`src/hdl/rail_seq_cfg.svh`:
```
// Purpose: offsets, field positions, reset values and timing counts of the rail sequencer
// Assumes: 8-bit register space, 40 MHz system clock
// Notes:   included by bare name
`ifndef RAIL_SEQ_CFG_SVH
`define RAIL_SEQ_CFG_SVH

// register offsets
`define RAIL_CFG_BASE   8'h20
`define RAIL_DLY_BASE   8'h30
`define TREE_BASE       8'h40
`define OUT_CFG_BASE    8'h48
`define OUT_LEVEL       8'h4C
`define SLEEP_CFG       8'h4D
`define BUCK_VID        8'h50
`define BUCK_SLEEP_VID  8'h51
`define STAT_GOOD_LO    8'h60
`define STAT_GOOD_HI    8'h61
`define STAT_EN_LO      8'h62
`define STAT_EN_HI      8'h63
`define SW_EN_LO        8'h64
`define SW_EN_HI        8'h65
`define LDO_SEL_A       8'h9A
`define LDO_SEL_B       8'h9B
`define LDO_SEL_C       8'hAE

// field positions
`define CFG_SWM_BIT     3
`define OUT_MAN_BIT     7
`define LDO1_RAIL       6

// reset values
`define RST_BYTE        8'h00
`define RST_VID         7'h00
`define RST_LDO         4'h0
`define LDO1_UNUSED     4'hF

// timing
`define CLK_KHZ         40000
`define TICK_MS         1
`define UV_DELAY_NS     444
`define UV_CYC          ((`UV_DELAY_NS * `CLK_KHZ) / 1000000)
`define OUT1_MAX_MS     15
`define OUT3_MIN_MS     5
`define OUT_MAX_MS      100

`endif

```
`src/hdl/rail_seq_pkg.sv`:
```
// Purpose: shared types of the rail sequencer
// Assumes: nothing
// Notes:   constants live in rail_seq_cfg.svh
package rail_seq_pkg;
	typedef logic [6:0]  vid_code_t;
	typedef logic [3:0]  ldo_code_t;
	typedef logic [11:0] rail_vec_t;
	typedef logic [3:0]  dly_ms_t;
	typedef logic [6:0]  out_dly_t;
endpackage

```
`src/hdl/rail_sequencer_power_good.sv`:
```
// Purpose: rail enable sequencing, power-good tree and voltage-code registers
// Assumes: host bus protocol decoded outside into a simple write/read port
// Notes:   rails 0-5 bucks, 6-8 general LDOs (6 = first), 9-11 load switches
`timescale 1ns/1ps
`include "rail_seq_cfg.svh"

// How it works
// - rail enable from pin, prior good, software
// - software mode drives rail enable directly
// - six pins, twelve rails, group per rail
// - sleep pins swap first buck voltage code
// - prior rail good combined with pin
// - programmable delay before enable asserts
// - automatic power-up only with valid supply
// - early pin waits for needed good
// - separate disable delay on pin fall
// - per-rail good into trees, readable status
// - clamped output assertion delay per output
// - outputs can be host-written plain levels
// - linear code for second, third LDO
// - first LDO code 1111 unused
// - LDO codes written at three offsets
// - always-on first LDO survives emergency shutdown
// - undervoltage: goods drop, rails off later
module rail_sequencer_power_good #(
	parameter int NRAIL       = 12,                       // rail count
	parameter int NCTL        = 6,                        // control inputs
	parameter int NGPO        = 4,                        // general outputs
	parameter int TICK_W      = 16,                       // timebase counter width
	parameter int TICK_CYCLES = `TICK_MS * `CLK_KHZ       // cycles per ms tick
) (
	input  wire logic                      i_clk_sys,          // 40 MHz clock
	input  wire logic                      i_nrst,             // sync reset, active low
	input  wire logic [NCTL-1:0]           i_control_input,    // control pins, async
	input  wire logic [NRAIL-1:0]          i_rail_good,        // per-rail good, async
	input  wire logic                      i_supply_valid,     // system supply valid, async
	input  wire logic                      i_emergency,        // emergency shutdown request, async
	input  wire logic                      i_ldo1_always_on,   // factory strap, async
	input  wire logic                      i_reg_wr,           // register write strobe
	input  wire logic [7:0]                i_reg_addr,         // register offset
	input  wire logic [7:0]                i_reg_wdata,        // write data
	output logic      [7:0]                o_reg_rdata,        // read data, one cycle late
	output logic      [NRAIL-1:0]          o_rail_en,          // internal rail enables
	output logic      [NGPO-1:0]           o_general_output,   // power good / plain outputs
	output rail_seq_pkg::vid_code_t        o_first_buck_vid,   // active first buck code
	output rail_seq_pkg::ldo_code_t        o_ldo_code_a,       // first LDO code
	output rail_seq_pkg::ldo_code_t        o_ldo_code_b,       // second LDO code
	output rail_seq_pkg::ldo_code_t        o_ldo_code_c        // third LDO code
);
	localparam int NSYNC = NCTL + NRAIL + 3;
	localparam int UVC   = `UV_CYC;

	// select bit idx-1 of vec; 0 means no term, out of range never true
	function automatic logic sel_term(input logic [3:0] idx, input logic [NRAIL-1:0] vec);
		if (idx == 4'h0)
			return 1'b1;
		else if (int'(idx) > NRAIL)
			return 1'b0;
		else
			return vec[idx-4'h1];
	endfunction

	// clamp a raw millisecond figure to the range of output k
	function automatic logic [6:0] out_dly(input int k, input logic [6:0] raw);
		logic [6:0] lo;
		logic [6:0] hi;
		lo = (k == 2) ? 7'(`OUT3_MIN_MS) : 7'h00;
		hi = (k == 0) ? 7'(`OUT1_MAX_MS) : 7'(`OUT_MAX_MS);
		if (raw < lo)
			return lo;
		else if (raw > hi)
			return hi;
		else
			return raw;
	endfunction

	logic [NSYNC-1:0]       s1_q;
	logic [NSYNC-1:0]       s2_q;
	logic [NCTL-1:0]        ctl_s;
	logic [NRAIL-1:0]       rg_s;
	logic                   supply_s;
	logic                   emerg_s;
	logic                   aon_s;
	logic [TICK_W-1:0]      tick_cnt_q;
	logic                   tick;
	logic [4:0]             uv_cnt_q;
	logic                   uv_done;
	logic [7:0]             cfg_q [NRAIL];
	logic [7:0]             dly_q [NRAIL];
	logic [7:0]             tree_q [2*NGPO];
	logic [7:0]             gcfg_q [NGPO];
	logic [NGPO-1:0]        glvl_q;
	logic [1:0]             slp_cfg_q;
	logic [NRAIL-1:0]       sw_en_q;
	rail_seq_pkg::vid_code_t vid_q;
	rail_seq_pkg::vid_code_t slp_vid_q;
	rail_seq_pkg::ldo_code_t ldo_a_q;
	rail_seq_pkg::ldo_code_t ldo_b_q;
	rail_seq_pkg::ldo_code_t ldo_c_q;
	rail_seq_pkg::dly_ms_t  cnt_q [NRAIL];
	rail_seq_pkg::out_dly_t gcnt_q [NGPO];
	logic [NRAIL-1:0]       auto_on;
	logic [NRAIL-1:0]       kill;
	logic [NGPO-1:0]        tree_good;
	logic                   sleep_act;
	logic [7:0]             rd_d;

	// two-flop synchroniser; only the second stage is read
	always_ff @(posedge i_clk_sys) begin
		if (!i_nrst) begin
			s1_q <= '0;
			s2_q <= '0;
		end else begin
			s1_q <= {i_ldo1_always_on, i_emergency, i_supply_valid, i_rail_good, i_control_input};
			s2_q <= s1_q;
		end
	end
	assign ctl_s    = s2_q[NCTL-1:0];
	assign rg_s     = s2_q[NCTL+NRAIL-1:NCTL];
	assign supply_s = s2_q[NCTL+NRAIL];
	assign emerg_s  = s2_q[NCTL+NRAIL+1];
	assign aon_s    = s2_q[NCTL+NRAIL+2];

	// millisecond timebase, held at zero while the supply is invalid
	always_ff @(posedge i_clk_sys) begin
		if (!i_nrst || !supply_s)
			tick_cnt_q <= '0;
		else if (tick)
			tick_cnt_q <= '0;
		else
			tick_cnt_q <= tick_cnt_q + TICK_W'(1);
	end
	assign tick = (tick_cnt_q == TICK_W'(TICK_CYCLES - 1));

	// undervoltage shutdown delay; rails hold until it runs out
	always_ff @(posedge i_clk_sys) begin
		if (!i_nrst || supply_s)
			uv_cnt_q <= 5'h00;
		else if (uv_cnt_q != 5'(UVC))
			uv_cnt_q <= uv_cnt_q + 5'h01;
	end
	assign uv_done = (uv_cnt_q == 5'(UVC));

	// host register writes
	always_ff @(posedge i_clk_sys) begin
		if (!i_nrst) begin
			for (int i = 0; i < NRAIL; i++) begin
				cfg_q[i] <= `RST_BYTE;
				dly_q[i] <= `RST_BYTE;
			end
			for (int i = 0; i < 2*NGPO; i++)
				tree_q[i] <= `RST_BYTE;
			for (int i = 0; i < NGPO; i++)
				gcfg_q[i] <= `RST_BYTE;
			glvl_q    <= '0;
			slp_cfg_q <= 2'h0;
			sw_en_q   <= '0;
			vid_q     <= `RST_VID;
			slp_vid_q <= `RST_VID;
			ldo_a_q   <= `RST_LDO;
			ldo_b_q   <= `RST_LDO;
			ldo_c_q   <= `RST_LDO;
		end else if (i_reg_wr) begin
			for (int i = 0; i < NRAIL; i++) begin
				if (i_reg_addr == 8'(`RAIL_CFG_BASE + i))
					cfg_q[i] <= i_reg_wdata;
				if (i_reg_addr == 8'(`RAIL_DLY_BASE + i))
					dly_q[i] <= i_reg_wdata;
			end
			for (int i = 0; i < 2*NGPO; i++)
				if (i_reg_addr == 8'(`TREE_BASE + i))
					tree_q[i] <= (i[0]) ? {4'h0, i_reg_wdata[3:0]} : i_reg_wdata;
			for (int i = 0; i < NGPO; i++)
				if (i_reg_addr == 8'(`OUT_CFG_BASE + i))
					gcfg_q[i] <= i_reg_wdata;
			case (i_reg_addr)
				`OUT_LEVEL:     glvl_q <= i_reg_wdata[NGPO-1:0];
				`SLEEP_CFG:     slp_cfg_q <= i_reg_wdata[1:0];
				`BUCK_VID:      vid_q <= i_reg_wdata[6:0];
				`BUCK_SLEEP_VID: slp_vid_q <= i_reg_wdata[6:0];
				`SW_EN_LO:      sw_en_q[7:0] <= i_reg_wdata;
				`SW_EN_HI:      sw_en_q[NRAIL-1:8] <= i_reg_wdata[NRAIL-9:0];
				`LDO_SEL_A: begin
					// an unused code would leave the first LDO undefined, so it is dropped
					if (i_reg_wdata[3:0] != `LDO1_UNUSED)
						ldo_a_q <= i_reg_wdata[3:0];
				end
				`LDO_SEL_B:     ldo_b_q <= i_reg_wdata[3:0];
				`LDO_SEL_C:     ldo_c_q <= i_reg_wdata[3:0];
				default: begin
				end
			endcase
		end
	end

	// registered read mux; unmapped offsets read zero
	always_comb begin
		rd_d = 8'h00;
		for (int i = 0; i < NRAIL; i++) begin
			if (i_reg_addr == 8'(`RAIL_CFG_BASE + i))
				rd_d = cfg_q[i];
			if (i_reg_addr == 8'(`RAIL_DLY_BASE + i))
				rd_d = dly_q[i];
		end
		for (int i = 0; i < 2*NGPO; i++)
			if (i_reg_addr == 8'(`TREE_BASE + i))
				rd_d = tree_q[i];
		for (int i = 0; i < NGPO; i++)
			if (i_reg_addr == 8'(`OUT_CFG_BASE + i))
				rd_d = gcfg_q[i];
		case (i_reg_addr)
			`OUT_LEVEL:     rd_d = {4'h0, glvl_q};
			`SLEEP_CFG:     rd_d = {6'h00, slp_cfg_q};
			`BUCK_VID:      rd_d = {1'b0, vid_q};
			`BUCK_SLEEP_VID: rd_d = {1'b0, slp_vid_q};
			`STAT_GOOD_LO:  rd_d = rg_s[7:0];
			`STAT_GOOD_HI:  rd_d = {4'h0, rg_s[NRAIL-1:8]};
			`STAT_EN_LO:    rd_d = o_rail_en[7:0];
			`STAT_EN_HI:    rd_d = {4'h0, o_rail_en[NRAIL-1:8]};
			`SW_EN_LO:      rd_d = sw_en_q[7:0];
			`SW_EN_HI:      rd_d = {4'h0, sw_en_q[NRAIL-1:8]};
			`LDO_SEL_A:     rd_d = {4'h0, ldo_a_q};
			`LDO_SEL_B:     rd_d = {4'h0, ldo_b_q};
			`LDO_SEL_C:     rd_d = {4'h0, ldo_c_q};
			default:        rd_d = rd_d;
		endcase
	end

	always_ff @(posedge i_clk_sys) begin
		if (!i_nrst)
			o_reg_rdata <= 8'h00;
		else
			o_reg_rdata <= rd_d;
	end

	// per-rail automatic enable condition: pin group and prior rail good
	for (genvar r = 0; r < NRAIL; r++) begin : g_cond
		logic [3:0] grp;
		logic [3:0] src;
		assign grp = {1'b0, cfg_q[r][2:0]};
		assign src = cfg_q[r][7:4];
		// both terms zero leaves the rail to software only
		assign auto_on[r] = ((grp != 4'h0) || (src != 4'h0)) && supply_s
			&& sel_term(grp, {{(NRAIL-NCTL){1'b0}}, ctl_s})
			&& sel_term(src, rg_s);
		assign kill[r] = emerg_s && !((r == `LDO1_RAIL) && aon_s);
	end

	// rail enable state with separate up and down delays in ms ticks
	always_ff @(posedge i_clk_sys) begin
		if (!i_nrst) begin
			o_rail_en <= '0;
			for (int r = 0; r < NRAIL; r++)
				cnt_q[r] <= 4'h0;
		end else begin
			for (int r = 0; r < NRAIL; r++) begin
				if (uv_done) begin
					o_rail_en[r] <= 1'b0;
					cnt_q[r]     <= 4'h0;
				end else if (!supply_s) begin
					cnt_q[r] <= 4'h0;
				end else if (kill[r]) begin
					o_rail_en[r] <= 1'b0;
					cnt_q[r]     <= 4'h0;
				end else if (cfg_q[r][`CFG_SWM_BIT]) begin
					o_rail_en[r] <= sw_en_q[r];
					cnt_q[r]     <= 4'h0;
				end else if (o_rail_en[r] == auto_on[r]) begin
					cnt_q[r] <= 4'h0;
				end else if (cnt_q[r] >= (o_rail_en[r] ? dly_q[r][7:4] : dly_q[r][3:0])) begin
					o_rail_en[r] <= auto_on[r];
					cnt_q[r]     <= 4'h0;
				end else if (tick) begin
					cnt_q[r] <= cnt_q[r] + 4'h1;
				end
			end
		end
	end

	// power good trees: all selected rails good, empty tree never good
	for (genvar k = 0; k < NGPO; k++) begin : g_tree
		logic [NRAIL-1:0] mask;
		assign mask = {tree_q[2*k+1][3:0], tree_q[2*k]};
		assign tree_good[k] = (mask != '0) && ((rg_s & mask) == mask);
	end

	// general outputs: delayed assertion, immediate drop, or host level
	always_ff @(posedge i_clk_sys) begin
		if (!i_nrst) begin
			o_general_output <= '0;
			for (int k = 0; k < NGPO; k++)
				gcnt_q[k] <= 7'h00;
		end else begin
			for (int k = 0; k < NGPO; k++) begin
				if (gcfg_q[k][`OUT_MAN_BIT]) begin
					o_general_output[k] <= glvl_q[k];
					gcnt_q[k]           <= 7'h00;
				end else if (!supply_s || !tree_good[k]) begin
					o_general_output[k] <= 1'b0;
					gcnt_q[k]           <= 7'h00;
				end else if (!o_general_output[k]) begin
					if (gcnt_q[k] >= out_dly(k, gcfg_q[k][6:0]))
						o_general_output[k] <= 1'b1;
					else if (tick)
						gcnt_q[k] <= gcnt_q[k] + 7'h01;
				end
			end
		end
	end

	// sleep request pins are active low; either configured pin suffices
	assign sleep_act = (slp_cfg_q[0] && !ctl_s[2]) || (slp_cfg_q[1] && !ctl_s[5]);

	always_ff @(posedge i_clk_sys) begin
		if (!i_nrst)
			o_first_buck_vid <= `RST_VID;
		else
			o_first_buck_vid <= sleep_act ? slp_vid_q : vid_q;
	end

	assign o_ldo_code_a = ldo_a_q;
	assign o_ldo_code_b = ldo_b_q;
	assign o_ldo_code_c = ldo_c_q;

	a_sleep_vid: assert property (@(posedge i_clk_sys) disable iff (!i_nrst)
		sleep_act |=> o_first_buck_vid == $past(slp_vid_q))
		else $error("first buck not on sleep code");

	a_uv_hold: assert property (@(posedge i_clk_sys) disable iff (!i_nrst)
		(!supply_s && !uv_done) |=> $stable(o_rail_en))
		else $error("rails changed before undervoltage delay");

	a_uv_off: assert property (@(posedge i_clk_sys) disable iff (!i_nrst)
		$fell(supply_s) |-> ##18 (o_rail_en == '0))
		else $error("rails still on after undervoltage delay");

	a_uv_good_low: assert property (@(posedge i_clk_sys) disable iff (!i_nrst)
		(!supply_s && !gcfg_q[0][`OUT_MAN_BIT]) |=> !o_general_output[0])
		else $error("good output high with invalid supply");

	a_tick_hold: assert property (@(posedge i_clk_sys) disable iff (!i_nrst)
		!supply_s |=> (tick_cnt_q == '0))
		else $error("timebase running with invalid supply");

	a_rise_cause: assert property (@(posedge i_clk_sys) disable iff (!i_nrst)
		($rose(o_rail_en[1]) && !$past(cfg_q[1][`CFG_SWM_BIT])) |-> $past(auto_on[1]))
		else $error("rail enabled without its condition");

	a_sw_direct: assert property (@(posedge i_clk_sys) disable iff (!i_nrst)
		(cfg_q[0][`CFG_SWM_BIT] && supply_s && !uv_done && !emerg_s) |=> (o_rail_en[0] == $past(sw_en_q[0])))
		else $error("software enable not followed");

	a_good_drop: assert property (@(posedge i_clk_sys) disable iff (!i_nrst)
		(!gcfg_q[1][`OUT_MAN_BIT] && !tree_good[1]) |=> !o_general_output[1])
		else $error("good output not dropped at once");

	a_ldo1_unused: assert property (@(posedge i_clk_sys) disable iff (!i_nrst)
		(i_reg_wr && i_reg_addr == `LDO_SEL_A && i_reg_wdata[3:0] == `LDO1_UNUSED) |=> $stable(ldo_a_q))
		else $error("unused first LDO code accepted");

	a_out_manual: assert property (@(posedge i_clk_sys) disable iff (!i_nrst)
		gcfg_q[3][`OUT_MAN_BIT] |=> (o_general_output[3] == $past(glvl_q[3])))
		else $error("plain output level not followed");

endmodule // rail_sequencer_power_good

```
`config.mk`:
```
export PLATFORM = sky130hd
export DESIGN_NAME = rail_sequencer_power_good
export DESIGN_NICKNAME = d
export VERILOG_FILES = /design/src/hdl/rail_seq_pkg.sv /design/src/hdl/rail_sequencer_power_good.sv
export VERILOG_INCLUDE_DIRS = /design/src /design/src/hdl
export SDC_FILE = /design/constraint.sdc
export NUM_CORES = 1
export LEC_CHECK = 0
export BUFFER_PORTS_ARGS = -buffer_cell sky130_fd_sc_hd__buf_2
export CAP_MARGIN = 20
export CELL_PAD_IN_SITES_DETAIL_PLACEMENT = 1
export CELL_PAD_IN_SITES_GLOBAL_PLACEMENT = 1
export CORE_MARGIN = 2
export CORE_UTILIZATION = 46
export DETAILED_ROUTE_END_ITERATION = 6
export PLACE_DENSITY = 0.76
export REMOVE_ABC_BUFFERS = 1
export SLEW_MARGIN = 20
export SYNTH_ARGS = -nofsm -noshare
export SYNTH_HDL_FRONTEND = slang
export SYNTH_SLANG_ARGS = --single-unit
```
`constraint.sdc`:
```
create_clock -name i_clk_sys -period 2.85 [get_ports i_clk_sys]
set_clock_uncertainty 0.05 [all_clocks]
set_input_delay 0.57 -clock i_clk_sys [delete_from_list [all_inputs] [get_ports i_clk_sys]]
set_output_delay 0.57 -clock i_clk_sys [all_outputs]
set_load 0.05 [all_outputs]
```
==> out/results.ini, run 1 <==
[outcome]
outcome = complete, but fails checks
failed_checks = negative setup slack

[place]
place_inst = 4116
hpwl_um = 104000
dpl_cell_area_um2 = 33600
numPortBuffers = 82
gp_congestion = 1.05

[timing]
max_freq_mhz = 325
hold_viol = 0
finalMaxSlewViolations = 0
timing.final.ws_setup_ps = -230
fin_setup_tns_ps = -5170
worstMarginPinSlew_ps = 1180
fin_crit_ps = 3080
setup_violations = 62
fin_crit_sh = 1.08
slew_headroom = 0.212
rsz0062_at_grt = yes

[setup_path]
crit_path_end_kind = flip-flop
crit_end = cnt_q[2][4]$_SDFFCE_PN0P_
r2r_cells = 10
r2r_slack_ps = -230
cp.depth = 10
r2r-end = cnt_q[2][4]$_SDFFCE_PN0P_
worstPathRequired_ps = 3170
worstPathArrival_ps = 3400
cp_top_family = simple AND/OR/NAND/NOR gates
crit_chain = inv_1 -> ha_1 -> mux4_2 -> nor2_4 -> a2111oi_4 -> o31ai_2 -> nor3_1 -> buf_4 -> xnor2_2 -> or4_4
crit_fanout = 4
crit_buf_inv = 2
cp_slowest_cell = mux4_2
rr_startpoint = cfg_q[2][9]$_SDFFCE_PN0P_
max_stage_delay_ps = 560
path_class = reg -> reg
critPathLaunchType = flip-flop
startpoint = cfg_q[2][9]$_SDFFCE_PN0P_

[finish]
nets = 3536
finalNonFillerCells = 4253
stdcell_area_um2 = 36700
area_growth_pct = 28.2
post-route-util = 0.596
layout-drive-gt1-share = 0.287

[worst_hold_path]
holdPathStages = 2
min_path_type = in -> reg
hp-start = i_emergency

[grt]
grt_max_degree = 57
grt_antenna_before_repair = 14
grt_pass1_wl_um = 197000
grt_pass1_vias = 28500
grt_usage = 0.427
grt-ovfl-total = 0

[synthesis]
synth-xor-area-share = 0.0239
synth_top_family_by_area = simple AND/OR/NAND/NOR gates
synthAdderAreaFrac = 0.0573
ys_types = 89
synthCells = 2860
yosysWarnings = 0
synth_compound_gate_area_share = 0.150
synth_area_leader_cell = edfxtp_1
synth-async-reset-ratio = 0
ys_ff_latch = 486
syn_area_um2 = 28600
synth_commonest_cells = 412 x nor2_1, 348 x edfxtp_1, 239 x nand2_1
muxShareOfSynthArea = 0.0756
synth_area_leaders = edfxtp_1 37%, dfxtp_1 9.6%, ha_1 5.7%, nor2_1 5.4%, mux4_2 3.9%
syn_avg_cell_area_um2 = 10.0
synth_flop_cell = edfxtp_1
yosysMostFrequentCell = nor2_1
synth_top_area_share = 0.365
synth_edf_count = 348
ys_seq_area_frac = 0.462
synth_simple_gate_area_frac = 0.188

[die]
dieWidth_um = 253
initial_utilization = 0.465
die_h_um = 253
dieArea_um2 = 64200
row_count = 91
core_um2 = 61600
io_pins = 83

[clock_network]
clock_latency_ps = 630
cts_tree = yes
clockBufferDepth = 3
cts_buffers = 53
clkSinkCount = 486
path_clk_slew_ps = 70
holdBufCountCts = 0
htreeDepth = 2
cts-root-buf = clkbuf_16

[detailed_routing]
vias = 28400
wire_per_inst_um = 33.7
drtPass1Iterations = 6
drtAntennaViolNets = 0
post-route-drc-count = 0
via_per_inst = 6.67
first_iter_violations = 3855
routed_wirelength_um = 144000

[power]
ir_drop_mv = 0.548
p_leak_nw = 14.2
powerDensity_nw_per_um2 = 491
power.total_w = 0.0180

[job]
cap_violations = 0

## final cells by class
class | instances | area (um^2)
Fill cell | 6594 | 24900
Multi-Input combinational cell | 2068 | 15200
Sequential cell | 486 | 13200
Timing Repair Buffer | 630 | 4870
Clock buffer | 71 | 1570
Tap cell | 837 | 1050
Inverter | 126 | 473
Clock inverter | 27 | 265
Antenna cell | 8 | 20.0
## worst reg2reg max path: cells and delay by family, from the launching register on
| family | cells | cell delay (ps) |
|---|---|---|
| compound gates | 2 | 360 |
| xor+xnor | 1 | 140 |
| fa+ha+maj | 1 | 330 |
| buf+inv | 2 | 260 |
| flops | 1 | 380 |
| mux | 1 | 560 |
| simple gates | 3 | 760 |
## registers in the layout, summed over array words and instances (netlist names), 8 cells and up
name	flops
cfg_q	96
dly_q	96
o_reg_rdata	8
sw_en_q	12
s2_q	21
cnt_q	48
gcfg_q	32
tick_cnt_q	16
gcnt_q	28
s1_q	21
tree_q	48
o_rail_en	12
## how the worst min path moves through the flow
stage               slack, ps             endpoint
floorplan                 360   s2_q[0]$_SDFF_PN0_
global placement          370  s2_q[14]$_SDFF_PN0_
detailed placement        370   s2_q[1]$_SDFF_PN0_
CTS                        90  s1_q[19]$_SDFF_PN0_
global route              100  s1_q[20]$_SDFF_PN0_
finish                    100  s1_q[19]$_SDFF_PN0_
## repair_timing
item,4_1_cts,5_1_grt
cloned,0,0
buffers inserted,15,20
setup endpoints to repair,136,151
pin swaps,33,75
gates resized for setup,77,139
## layout by cell type (no fill, tap or decap), drive strengths merged, types with 17 or more instances in the layout
master   synthesis  final
o21ai           77     77
xnor2           46     46
clkbuf         116     71
a2111oi         24     24
nand2          239    239
nand3          112    112
o31ai           17     17
a21oi          124    124
buf             66    630
mux2            32     32
nand2b          31     31
nor2           416    416
a211o           25     25
a211oi          25     25
edfxtp         348    348
and2            50     50
mux2i           70     70
clkinv           0     18
nor2b           20     20
a21o            34     34
o211ai          24     24
nor4            50     50
o22ai           30     30
nor3            46     46
xor2            32     32
a22oi           57     57
inv            126    131
ha             131    131
and3            25     25
mux4            49     49
dfxtp          138    138
a221oi          23     23
nor4b           18     18
## logic make-up (layout without fill, tap and decap cells)
group,after synthesis,after routing
AND/OR/NAND/NOR,1106,1106
AO/OA/AOI/OAI,599,599
buffers and inverters,308,854
flip-flops,486,486
XOR/XNOR,78,78
adder cells (fa/ha/maj),131,131
other,1,11
multiplexers,151,151
## routing by layer
layer	track usage	routed length (um)	vias up
li1	-	-	11700
met1	0.560	55000	14200
met2	0.668	63500	1886
met3	0.0948	16200	521
met4	0.209	8780	6
met5	0	36	-
## through the flow
stage                     worst slack, ps  hold WS, ps
after detailed placement             -389          374
after floorplan                     -2430          362
after global placement               -292          365
final                                -230         96.8
after global routing                 -296         99.3
after CTS                            -174         88.4
## where the power goes
part / total, W / switching [W] / internal, W
registers: 0.00816 / 0.000340 / 0.00782
clock network: 0.00743 / 0.00318 / 0.00425
logic: 0.00244 / 0.00148 / 0.000964
total: 0.0180 / 0.00500 / 0.0130
(Power assumes the default switching activity.)
==> inputs of run 2 (changes only) <==
--- a/config.mk
+++ b/config.mk
@@ -6,16 +6,18 @@
 export SDC_FILE = /design/constraint.sdc
 export NUM_CORES = 1
 export LEC_CHECK = 0
+export ABC_AREA = 1
 export BUFFER_PORTS_ARGS = -buffer_cell sky130_fd_sc_hd__buf_2
 export CAP_MARGIN = 20
 export CELL_PAD_IN_SITES_DETAIL_PLACEMENT = 1
 export CELL_PAD_IN_SITES_GLOBAL_PLACEMENT = 1
 export CORE_MARGIN = 2
-export CORE_UTILIZATION = 46
+export CORE_UTILIZATION = 43
 export DETAILED_ROUTE_END_ITERATION = 6
-export PLACE_DENSITY = 0.76
+export PLACE_DENSITY = 0.74
 export REMOVE_ABC_BUFFERS = 1
 export SLEW_MARGIN = 20
 export SYNTH_ARGS = -nofsm -noshare
 export SYNTH_HDL_FRONTEND = slang
 export SYNTH_SLANG_ARGS = --single-unit
+export TNS_END_PERCENT = 30
==> out/results.ini, run 2 <==
[power]
power.total_w = 0.0178  ; -1.3%
p_int_w = 0.0130  ; -0.45%
clockPowerShare = 0.433  ; +0.021
powerDensity_nw_per_um2 = 522  ; +6.3%
combPwrFrac = 0.113  ; -0.022
pwr-share-seq = 0.454  ; +0.002
p_leak_nw = 14.5  ; +2.5%
ir_drop_mv = 0.440  ; -20%
switching_share = 0.271  ; -0.00621
p_sw_w = 0.00482  ; -3.5%

[grt]
grt-ovfl-total = 0  ; unchanged
grt_antenna_before_repair = 8  ; -6
grt_pass1_vias = 27300  ; -4.0%
grt_max_degree = 95  ; +67%
grt_pass1_wl_um = 175000  ; -12%
grt_usage = 0.355  ; -0.0715

[setup_path]
cp_slowest_cell = edfxtp_1
path_class = reg -> reg
crit_chain = o21ai_2 -> nand2_1 -> and3_4 -> nor2_1 -> ha_1 -> inv_1 -> a21boi_2 -> o21a_1 -> o21a_1 -> o21ai_1 -> nand2_1 -> a21o_1 -> a211oi_2 -> nand3_2 -> nand3_2 -> buf_6
crit_fanout = 7  ; +3
rr_startpoint = gcfg_q[1][0]$_SDFFCE_PN0P_
crit_path_end_kind = flip-flop
startpoint = gcfg_q[1][0]$_SDFFCE_PN0P_
max_stage_delay_ps = 400  ; -160 ps
worstPathArrival_ps = 3420  ; +20 ps
critPathLaunchType = flip-flop
r2r_cells = 16  ; +6
worstPathRequired_ps = 3150  ; -20 ps

[timing]
slew_headroom = 0.340  ; +0.127
fin_crit_sh = 1.10  ; +0.0144
rsz0062_at_grt = yes
fin_setup_tns_ps = -10070  ; -4900 ps
worstMarginPinSlew_ps = 990  ; -191 ps
finalMaxSlewViolations = 0  ; unchanged
setup_violations = 63  ; +1.6%
hold_viol = 0  ; unchanged
timing.final.ws_setup_ps = -271  ; -41.0 ps
fin_crit_ps = 3120  ; +41.0 ps
max_freq_mhz = 320  ; -1.3%
hold_ws_ps = 72.4  ; -24.3 ps

[die]
dieWidth_um = 257  ; +1.3%
row_count = 92  ; +1.1%
io_pins = 83  ; unchanged
die_h_um = 257  ; +1.3%
dieArea_um2 = 65900  ; +2.6%
initial_utilization = 0.435  ; -0.0295
core_um2 = 63100  ; +2.4%

[place]
numPortBuffers = 82  ; unchanged
dpl_cell_area_um2 = 31200  ; -7.0%
gp_congestion = 1.01  ; -3.9%
hpwl_um = 88700  ; -15%

[synthesis]
synth-async-reset-ratio = 0  ; unchanged
yosysMostFrequentCell = nand2_1
ys_types = 52  ; -42%
synth_compound_gate_area_share = 0.129  ; -0.0205
syn_area_um2 = 27500  ; -4.1%
syn_avg_cell_area_um2 = 8.10  ; -19%
muxShareOfSynthArea = 0.00510  ; -0.0705
synth_top_area_share = 0.381  ; +0.0156
synth_area_leader_cell = edfxtp_1
ys_seq_area_frac = 0.481  ; +0.0197
synth_commonest_cells = 616 x nand2_1, 547 x nor2_1, 478 x inv_1
synth_simple_gate_area_frac = 0.218  ; +0.0296
synth_flop_cell = edfxtp_1
synth-xor-area-share = 0.0246  ; +0.000701
synth_area_leaders = edfxtp_1 38%, dfxtp_1 10%, nand2_1 8.4%, nor2_1 7.5%, inv_1 6.5%
synthCells = 3390  ; +19%
ys_ff_latch = 486  ; unchanged
synthAdderAreaFrac = 0.0597  ; +0.00245
synth_top_family_by_area = simple AND/OR/NAND/NOR gates
synth_edf_count = 348  ; unchanged
yosysWarnings = 0  ; unchanged

[clock_network]
clockBufferDepth = 3  ; unchanged
cts_tree = yes
clkSinkCount = 486  ; unchanged
htreeDepth = 2  ; unchanged
path_clk_slew_ps = 70  ; about the same
holdBufCountCts = 0  ; unchanged
clock_latency_ps = 640  ; about the same
cts-root-buf = clkbuf_16
cts_buffers = 55  ; +3.8%

[finish]
final_cell_mix = 596 x nand2_1, 521 x nor2_1, 463 x inv_1, 348 x edfxtp_1, 315 x buf_4
stdcell_area_um2 = 34100  ; -7.2%
layout-drive-gt1-share = 0.182  ; -0.105
reg_top3 = cfg_q: 96 flops, dly_q: 96 flops
nets = 3933  ; +11%
final_common_cell = nand2_1
post-route-util = 0.540  ; -0.0556
diodes = 0  ; -8
area_growth_pct = 24.1

[detailed_routing]
post-route-drc-count = 0  ; unchanged
drtAntennaViolNets = 0  ; unchanged
first_iter_violations = 2467  ; -36%
via_per_inst = 5.77  ; -14%
wire_per_inst_um = 25.8  ; -24%
vias = 26800  ; -5.4%
routed_wirelength_um = 120000  ; -16%
drtPass1Iterations = 5  ; -1

[job]
cap_violations = 0  ; unchanged

[worst_hold_path]
min_path_type = in -> reg
hp-start = i_rail_good[9]
holdPathStages = 3  ; +1

[outcome]
failed_checks = negative setup slack
outcome = complete, but fails checks

run 2: path summary, 6_finish.rpt:
check                          endpoint  slack [ps]
max          gcnt_q[1][6]$_SDFFCE_PN0P_        -270
min                 s1_q[15]$_SDFF_PN0_          70
max reg2reg  gcnt_q[1][6]$_SDFFCE_PN0P_        -270
min reg2reg          s2_q[5]$_SDFF_PN0_         360
run 2: worst max-delay path: cells and delay by family, from the launching register on:
kind | cells | cell delay, ps
and+or+nand+nor | 6 | 680
DFF | 1 | 400
AOI/OAI and AO/OA | 7 | 1220
adders and majority gates | 1 | 250
buffers and inverters | 2 | 240
run 2: stage by stage:
stage | worst slack, ps | instances
finish | -271 | 4654
global route | -403 | 4654
CTS | -262 | 4641
detailed placement | -780 | 4528
global placement | -729 | 4528
floorplan | -295 | 3277
run 2: cells by family after synthesis:
group	count (synthesis)
fa+ha+maj	131
mux	14
flops	486
simple gates	1449
xor+xnor	77
other cells	1
buf+inv	600
compound gates	632
run 2: area by class of cell:
cell class,instances,area (um^2)
Multi-Input combinational cell,2306,12700
Clock buffer,68,1500
Sequential cell,486,13200
Inverter,485,1830
Timing Repair Buffer,428,3360
Clock inverter,35,442
Fill cell,7638,29000
Tap cell,846,1060
run 2: power groups by stage:
stage	combinational (W)	sequential, W	clock [W]
2_1_floorplan	0.000895	0.00816	0
3_3_place_gp	0.00177	0.00821	0
3_5_place_dp	0.00186	0.00821	0
4_1_cts	0.00189	0.00806	0.00777
5_1_grt	0.00216	0.00810	0.00802
6_report	0.00202	0.00808	0.00770
run 2: timing repair:
item | in CTS | in global routing
hold endpoints to repair | 0 | 0
setup buffers | 10 | 16
cloned | 0 | 0
pin swaps | 11 | 65
gates resized for setup | 52 | 155
endpoints found under the setup margin | 68 | 152
run 2: metal layers:
metal	track usage	part of all wire
met4	0.148	0.046
met2	0.569	0.46
met1	0.475	0.41
met3	0.0629	0.086
met5	0	0.00043
